<file path="config.mk">
export PLATFORM = sky130hd
export DESIGN_NAME = slpm_lane_map
export DESIGN_NICKNAME = d
export VERILOG_FILES = /design/src/verilog/slpm_pkg.sv /design/src/verilog/slpm_lane_map.sv
export SDC_FILE = /design/constraint.sdc
export NUM_CORES = 1
export LEC_CHECK = 0
export BUFFER_PORTS_ARGS = -buffer_cell sky130_fd_sc_hd__buf_2
export CAP_MARGIN = 0
export CORE_AREA = 4 4 258 260
export DETAILED_ROUTE_END_ITERATION = 10
export DIE_AREA = 0 0 262 264
export SYNTH_ARGS = -nofsm -noshare
export SYNTH_HDL_FRONTEND = slang
export SYNTH_SLANG_ARGS = --single-unit
</file>
<file path="constraint.sdc">
create_clock -name clk_i -period 1.6 [get_ports clk_i]
set_input_delay 0.48 -clock clk_i [delete_from_list [all_inputs] [get_ports clk_i]]
set_output_delay 0.48 -clock clk_i [all_outputs]
set_load 0.01 [all_outputs]
</file>
<file path="src/verilog/slpm_pkg.sv">
// Purpose: constants for the serial lane port mapping block
// Assumes: four lane macros, four lanes each
// Notes:   port numbering base n, n+1, n+8, n+9
`default_nettype none
package slpm_pkg;
   localparam int unsigned NUM_MACROS      = 4;
   localparam int unsigned LANES_PER_MACRO = 4;
   localparam int unsigned NUM_PORTS       = 16;
   localparam int unsigned PORT_IDX_W      = 4;
   // strap hold window after reset, in core clock cycles
   localparam int unsigned STRAP_HOLD_CYC  = 20;
   localparam int unsigned STRAP_CNT_W     = 5;
   // lane offsets from the macro base port in single-lane mode
   localparam logic [3:0]  LANE_B_OFS      = 4'h1;
   localparam logic [3:0]  LANE_C_OFS      = 4'h8;
   localparam logic [3:0]  LANE_D_OFS      = 4'h9;
   // width strap encoding
   localparam logic        WIDTH_FOUR_LANE = 1'b0;
   localparam logic        WIDTH_ONE_LANE  = 1'b1;
   localparam logic        REFCLK_RST      = 1'b0;
   localparam logic [3:0]  WIDTH_RST       = 4'h0;

   typedef enum logic [1:0] {
      SLPM_ST_RESET  = 2'b00,
      SLPM_ST_SAMPLE = 2'b01,
      SLPM_ST_RUN    = 2'b10
   } slpm_state_e;

   // base port of macro m is 2*m: 0, 2, 4, 6
   function automatic logic [3:0] slpm_base(input int unsigned m);
      slpm_base = 4'((m * 2) & 32'h0000_000F);
   endfunction : slpm_base
endpackage : slpm_pkg
`default_nettype wire

</file>
<file path="src/verilog/slpm_lane_map.sv">
// Purpose: map the lanes of four lane macros onto switch ports, latch power-up straps
// Assumes: one core clock; lane data is parallel words on both sides; straps synchronous
// Notes:   a self-reset pulse restarts the strap window like a hard reset
// How it works
// - straps held 20 cycles after reset or self-reset; sampled only in that window
// - straps ignored after window; software overrides all but reference clock select
// - four-lane mode: all four transmit lanes carry one even base port
// - four-lane mode: only receive lane A goes to base port; single-lane: all four lanes
// - single-lane mode: lanes B, C, D are ports base+1, base+8, base+9
// - width strap low means four-lane, high means single-lane; register overrides
`timescale 1ns/1ps
`default_nettype none
module slpm_lane_map
   import slpm_pkg::*;
#(
   parameter int unsigned DATA_W = 10
) (
   input  wire logic                          clk_i,
   input  wire logic                          rst_n_i,
   input  wire logic                          self_reset_i,
   input  wire logic [NUM_MACROS-1:0]         port_width_strap_i,
   input  wire logic                          reference_clock_strap_i,
   input  wire logic [NUM_MACROS-1:0]         macro_width_override_i,
   input  wire logic [NUM_MACROS-1:0]         macro_width_override_we_i,
   input  wire logic [NUM_PORTS*DATA_W-1:0]   port_tx_data_i,
   input  wire logic [NUM_MACROS*LANES_PER_MACRO*DATA_W-1:0] lane_rx_data_i,
   output var  logic [NUM_MACROS*LANES_PER_MACRO*DATA_W-1:0] lane_tx_data_o,
   output var  logic [NUM_PORTS*DATA_W-1:0]   port_rx_data_o,
   output var  logic [NUM_PORTS-1:0]          port_rx_lanes4_o,
   output var  logic [NUM_MACROS-1:0]         macro_one_lane_o,
   output var  logic                          reference_clock_sel_o,
   output var  logic                          straps_latched_o
);
   localparam int unsigned LD = LANES_PER_MACRO * DATA_W;

   slpm_state_e              state_q, state_d;
   logic [STRAP_CNT_W-1:0]   cnt_q;
   logic [NUM_MACROS-1:0]    width_q;
   logic                     refclk_q;

   wire  window_w   = (state_q == SLPM_ST_SAMPLE);
   wire  last_w     = window_w && (cnt_q == STRAP_CNT_W'(STRAP_HOLD_CYC - 1));

   always_comb begin
      state_d = state_q;
      unique case (state_q)
         SLPM_ST_RESET:  state_d = SLPM_ST_SAMPLE;
         SLPM_ST_SAMPLE: if (last_w) state_d = SLPM_ST_RUN;
         SLPM_ST_RUN:    state_d = SLPM_ST_RUN;
         default:        state_d = SLPM_ST_RESET;
      endcase
      if (self_reset_i) state_d = SLPM_ST_RESET;
   end

   always_ff @(posedge clk_i) begin
      if (!rst_n_i) begin
         state_q <= SLPM_ST_RESET;
         cnt_q   <= '0;
      end else begin
         state_q <= state_d;
         cnt_q   <= window_w ? cnt_q + 1'b1 : '0;
      end
   end

   // straps tracked through the window; last cycle's value is the one kept
   always_ff @(posedge clk_i) begin
      if (!rst_n_i) begin
         width_q  <= WIDTH_RST;
         refclk_q <= REFCLK_RST;
      end else if (window_w && !self_reset_i) begin
         width_q  <= port_width_strap_i;
         refclk_q <= reference_clock_strap_i;
      end else if (state_q == SLPM_ST_RUN) begin
         // bitwise override; reference clock select is never writable
         width_q <= (width_q & ~macro_width_override_we_i)
                  | (macro_width_override_i & macro_width_override_we_i);
      end
   end

   // per-port and per-lane routing, registered so every output comes from a flop
   logic [NUM_MACROS*LD-1:0]        tx_d;
   logic [NUM_PORTS*DATA_W-1:0]     rx_d;
   logic [NUM_PORTS-1:0]            l4_d;

   always_comb begin
      logic [3:0] b;
      b    = '0;
      tx_d = '0;
      rx_d = '0;
      l4_d = '0;
      for (int m = 0; m < NUM_MACROS; m++) begin
         b = slpm_base(m);
         if (width_q[m] == WIDTH_FOUR_LANE) begin
            for (int l = 0; l < LANES_PER_MACRO; l++) begin
               tx_d[m*LD+l*DATA_W +: DATA_W] = port_tx_data_i[b*DATA_W +: DATA_W];
            end
            rx_d[b*DATA_W +: DATA_W] = lane_rx_data_i[m*LD +: DATA_W];
            l4_d[b] = 1'b1;
         end else begin
            tx_d[m*LD +: DATA_W] = port_tx_data_i[b*DATA_W +: DATA_W];
            tx_d[m*LD+DATA_W +: DATA_W] =
               port_tx_data_i[(b+LANE_B_OFS)*DATA_W +: DATA_W];
            tx_d[m*LD+2*DATA_W +: DATA_W] =
               port_tx_data_i[(b+LANE_C_OFS)*DATA_W +: DATA_W];
            tx_d[m*LD+3*DATA_W +: DATA_W] =
               port_tx_data_i[(b+LANE_D_OFS)*DATA_W +: DATA_W];
            rx_d[b*DATA_W +: DATA_W] = lane_rx_data_i[m*LD +: DATA_W];
            rx_d[(b+LANE_B_OFS)*DATA_W +: DATA_W] =
               lane_rx_data_i[m*LD+DATA_W +: DATA_W];
            rx_d[(b+LANE_C_OFS)*DATA_W +: DATA_W] =
               lane_rx_data_i[m*LD+2*DATA_W +: DATA_W];
            rx_d[(b+LANE_D_OFS)*DATA_W +: DATA_W] =
               lane_rx_data_i[m*LD+3*DATA_W +: DATA_W];
         end
      end
   end

   always_ff @(posedge clk_i) begin
      if (!rst_n_i) begin
         lane_tx_data_o        <= '0;
         port_rx_data_o        <= '0;
         port_rx_lanes4_o      <= '0;
         macro_one_lane_o      <= WIDTH_RST;
         reference_clock_sel_o <= REFCLK_RST;
         straps_latched_o      <= 1'b0;
      end else begin
         lane_tx_data_o        <= tx_d;
         port_rx_data_o        <= rx_d;
         port_rx_lanes4_o      <= l4_d;
         macro_one_lane_o      <= width_q;
         reference_clock_sel_o <= refclk_q;
         straps_latched_o      <= (state_q == SLPM_ST_RUN);
      end
   end

   // separate count of window cycles, so the end test on cnt_q is checked
   logic [STRAP_CNT_W-1:0]   win_len_q;

   always_ff @(posedge clk_i) begin
      if (!rst_n_i) begin
         win_len_q <= '0;
      end else begin
         win_len_q <= window_w ? win_len_q + 1'b1 : '0;
      end
   end

   // assertions; a self-reset inside the window restarts it and is left out
   AST_WINDOW_LEN: assert property (@(posedge clk_i) disable iff (!rst_n_i)
      $fell(window_w) && $past(rst_n_i) && !$past(self_reset_i)
      |-> win_len_q == STRAP_CNT_W'(STRAP_HOLD_CYC))
      else $error("strap window not 20 cycles");
   AST_WINDOW_AFTER_RESET: assert property (@(posedge clk_i) disable iff (!rst_n_i)
      self_reset_i ##1 !self_reset_i |=> window_w)
      else $error("self-reset did not reopen strap window");
   AST_REFCLK_FIXED: assert property (@(posedge clk_i) disable iff (!rst_n_i)
      (state_q == SLPM_ST_RUN) && !self_reset_i |=> $stable(refclk_q))
      else $error("reference clock select changed after window");
   AST_STRAP_IGNORED: assert property (@(posedge clk_i) disable iff (!rst_n_i)
      (state_q == SLPM_ST_RUN) && (macro_width_override_we_i == '0) |=> $stable(width_q))
      else $error("width changed without override");
   AST_OVERRIDE: assert property (@(posedge clk_i) disable iff (!rst_n_i)
      (state_q == SLPM_ST_RUN) && macro_width_override_we_i[0]
      |=> width_q[0] == $past(macro_width_override_i[0]))
      else $error("override not taken");
   AST_STRAP_TAKEN: assert property (@(posedge clk_i) disable iff (!rst_n_i)
      last_w && !self_reset_i |=> width_q == $past(port_width_strap_i))
      else $error("width strap not latched");
   AST_TX4: assert property (@(posedge clk_i) disable iff (!rst_n_i)
      width_q[1] == WIDTH_FOUR_LANE
      |=> lane_tx_data_o[LD+3*DATA_W +: DATA_W] == $past(port_tx_data_i[2*DATA_W +: DATA_W]))
      else $error("four-lane transmit lane D not from base port");
   AST_RX4: assert property (@(posedge clk_i) disable iff (!rst_n_i)
      width_q[0] == WIDTH_FOUR_LANE
      |=> port_rx_lanes4_o[0] && port_rx_data_o[DATA_W +: DATA_W] == '0)
      else $error("four-lane receive mapping wrong");
   AST_RX1: assert property (@(posedge clk_i) disable iff (!rst_n_i)
      width_q[0] == WIDTH_ONE_LANE
      |=> port_rx_data_o[9*DATA_W +: DATA_W] == $past(lane_rx_data_i[3*DATA_W +: DATA_W]))
      else $error("single-lane lane D not on port base+9");
   AST_TX1: assert property (@(posedge clk_i) disable iff (!rst_n_i)
      width_q[0] == WIDTH_ONE_LANE
      |=> lane_tx_data_o[2*DATA_W +: DATA_W] == $past(port_tx_data_i[8*DATA_W +: DATA_W]))
      else $error("single-lane lane C not from port base+8");
   AST_REFCLK_TAKEN: assert property (@(posedge clk_i) disable iff (!rst_n_i)
      last_w && !self_reset_i |=> refclk_q == $past(reference_clock_strap_i))
      else $error("reference clock strap not latched");
   AST_STRAP_WINDOW: assert property (@(posedge clk_i) disable iff (!rst_n_i)
      window_w && !self_reset_i |=> width_q == $past(port_width_strap_i))
      else $error("width not following straps inside window");
   AST_TX1_B: assert property (@(posedge clk_i) disable iff (!rst_n_i)
      width_q[3] == WIDTH_ONE_LANE
      |=> lane_tx_data_o[3*LD+DATA_W +: DATA_W] == $past(port_tx_data_i[7*DATA_W +: DATA_W]))
      else $error("single-lane lane B not from port base+1");
   AST_RX4_A: assert property (@(posedge clk_i) disable iff (!rst_n_i)
      width_q[2] == WIDTH_FOUR_LANE
      |=> port_rx_data_o[4*DATA_W +: DATA_W] == $past(lane_rx_data_i[2*LD +: DATA_W]))
      else $error("four-lane receive lane A not on base port");
   AST_RX1_B: assert property (@(posedge clk_i) disable iff (!rst_n_i)
      width_q[1] == WIDTH_ONE_LANE
      |=> port_rx_data_o[3*DATA_W +: DATA_W] == $past(lane_rx_data_i[LD+DATA_W +: DATA_W]))
      else $error("single-lane lane B not on port base+1");
   AST_LATCHED: assert property (@(posedge clk_i) disable iff (!rst_n_i)
      (state_q == SLPM_ST_RUN) |=> straps_latched_o)
      else $error("latched flag missing after window");
   AST_NOT_LATCHED: assert property (@(posedge clk_i) disable iff (!rst_n_i)
      window_w |=> !straps_latched_o)
      else $error("latched flag high inside window");
   AST_ONE_LANE_OUT: assert property (@(posedge clk_i) disable iff (!rst_n_i)
      (state_q == SLPM_ST_RUN) |=> macro_one_lane_o == $past(width_q))
      else $error("width output not following width register");
   AST_REFCLK_OUT: assert property (@(posedge clk_i) disable iff (!rst_n_i)
      (state_q == SLPM_ST_RUN) |=> reference_clock_sel_o == $past(refclk_q))
      else $error("reference clock output not following latch");

   COV_LATCH: cover property (@(posedge clk_i) disable iff (!rst_n_i) $rose(straps_latched_o));
   COV_ONE_LANE: cover property (@(posedge clk_i) disable iff (!rst_n_i) macro_one_lane_o[2]);
   COV_OVR: cover property (@(posedge clk_i) disable iff (!rst_n_i)
      (state_q == SLPM_ST_RUN) && (macro_width_override_we_i != '0));
   COV_SELF: cover property (@(posedge clk_i) disable iff (!rst_n_i)
      self_reset_i && (state_q == SLPM_ST_RUN));
   COV_FOUR_LANE: cover property (@(posedge clk_i) disable iff (!rst_n_i)
      $fell(macro_one_lane_o[3]));
endmodule : slpm_lane_map
`default_nettype wire

</file>
==> metrics.csv <==
metric;value;unit
place_area;14900;sq um
die-area;69200;sq um
multi_input_area;3250;sq um
first_pass_iters;6;
powerDensity;1230;nW/um^2
drv_slew;0;
final_nets;1970;
synthFlopType;dfxtp_1;
start_util;16.6;%
max_freq;0.648;GHz
hp-class;in2reg;
routed.top_layer;met5;
cp.arrival;1060;ps
drive_gt1_share;46.8;%
status;finished, final reports clean;
core;64100;sq um
ios;678;
wl_met3;3980;um
hold_buffers;0;
period_share;96.4;%
syn_inst;961;
cts_tree;yes;
fin_ws;57.4;ps
cp_max_fo;1;
dr_total_vias;9053;
post-route-util;25.3;%
wl;40600;um
finalWeightedCongestion;0.862;
seqCellArea;6870;sq um
critPathMaxStageDelay;370;ps
worstSetupPathType;reg2out;
clk_latency;540;ps
die_width;262;um
grt_max_degree;73;
p_total;19.9;mW
worst_ir_drop_vdd;605;uV
drv_cap;0;
critPathSlowestCell;dfxtp_2;
syn-cell-area;10600;sq um
syn_to_final_growth;53.0;%
finalSetupViolations;0;
grt-ovfl-total;0;
grt_pass1_vias;9095;
tightestPinTransition;501;ps
slew_headroom;66.6;%
crit_chain;buf_2;
fillCellCount;6920;
clkTransAtPathRegs;60;ps
cts_root_buf;clkbuf_16;
power.leakage;8.30;nW
design_area;16200;sq um
die_h;264;um
wl_per_cell;16.1;um
grt_pass1_wl;56600;um
h-tree-depth;2;
yosysUniqueCellTypes;25;
wl_met1;15600;um
post-place-ws;183;ps
antenna_found_initial;1;
crit_path_start_kind;register;
rsz0062_at_grt;yes;
detail_route.iter0.violations;405;
crit_path_end_kind;output pin;
final_antenna_net_count;0;
period_minus_slack;1540;ps
syn-mean-instance-area;11.0;sq um
hpwlAfterDp;32000;um
final_cell_mix;buf_2 (663), dfxtp_1 (326), nand2_1 (125);
synth-seq-area-share;64.5;%
rows;93;
grt_usage;10.8;%
synth_warnings;0;
cts.sinks;342;
worst_ep_required_time;1120;ps
routed-wl-met2;19800;um
async_flop_share;0;%
drt_drc_violations_left;0;
crit_buf_inv;1;
cts-buffers-inserted;40;
synth-edff-count;0;
finalClockSkew;13.7;ps
ys_seq_elements;342;
hold_viol;0;
port-buffer-count;665;
cp_top_family;flip-flops;
via_per_inst;3.60;
cts_max_path_buffers;3;
layout_commonest_cell;buf_2;
==> routing by layer <==
layer  vias to the layer above  track usage [%]
li1                       4447                -
met1                      4089             12.0
met2                       448             19.3
met3                        67             3.85
met4                         2             3.62
met5                         -                0
==> stage by stage <==
step	cells	hold slack, ps	setup TNS [ps]
floorplan	972	418	0
global placement	2443	437	0
detailed placement	2443	444	0
CTS	2516	83.1	-14.6
global route	2516	108	-10.0
finish	2517	143	0
==> cell usage after synthesis, types with 2 or more instances <==
cell	count	share of area, %
and2_1	86	5.1
buf_2	26	1.2
a21boi_1	51	3.6
xor2_1	2	0.17
nand3_1	4	0.19
a21boi_0	71	5.0
ha_1	4	0.47
buf_6	16	1.7
buf_4	18	1.3
nor2b_1	6	0.35
and3_1	121	7.1
mux2i_1	5	0.47
clkbuf_1	7	0.25
o21ai_0	6	0.28
dfxtp_1	342	64
nand2_1	125	4.4
inv_1	3	0.11
clkbuf_2	15	0.71
nand2b_1	41	2.4
nor2_1	4	0.14
a21oi_1	4	0.19
==> power breakdown <==
group	internal [mW]	switching (mW)	total [mW]	leakage [nW]
Sequential	8.93	0.148	9.08	2.82
Clock	5.36	3.65	9.00	0.641
Combinational	0.879	0.986	1.87	4.83
==> worst paths after layout <==
kind / from / endpoint / slack, ps / cells after the start
min: lane_rx_data_i[42] / port_rx_data_o[22] / 140 / 2
max reg2reg: state_q[1] / refclk_q / 310 / 6
min reg2reg: cnt_q[0] / cnt_q[0] / 450 / 1
max: port_rx_data_o[102] / port_rx_data_o[102] / 60 / 1
==> registers in the layout (all words and copies together), names as in the netlist, 2 cells and up, named ones only <==
signal,count
lane_tx_data_o,160
state_q,2
cnt_q,5
port_rx_lanes4_o,4
macro_one_lane_o,4
port_rx_data_o,160
==> cells by family after synthesis <==
group | Yosys count | share of synthesized area, %
muxes | 5 | 0.471
DFF | 342 | 64.5
buffers and inverters | 85 | 5.26
and+or+nand+nor | 389 | 19.9
AOI/OAI and AO/OA | 132 | 9.10
xor gates and xnor gates | 3 | 0.248
adders and majority gates | 4 | 0.471
other | 1 | 0.0353
==> cell type report <==
class                      count  area share, %
antenna                        1         0.0154
clock buffer                  57           7.06
clock inverter                16          0.986
inverter                       3         0.0693
multi-input combinational    545           20.0
sequential                   342           42.3
tap                          855           6.59
timing repair buffer         698           23.0
==> timing repair <==
action	CTS	global route
endpoints found under the setup margin	10	3
gates cloned	0	0
gates resized for setup	14	2
setup buffers	0	0
pin swaps	0	0
Note: power is estimated with default switching activity, not from simulation.
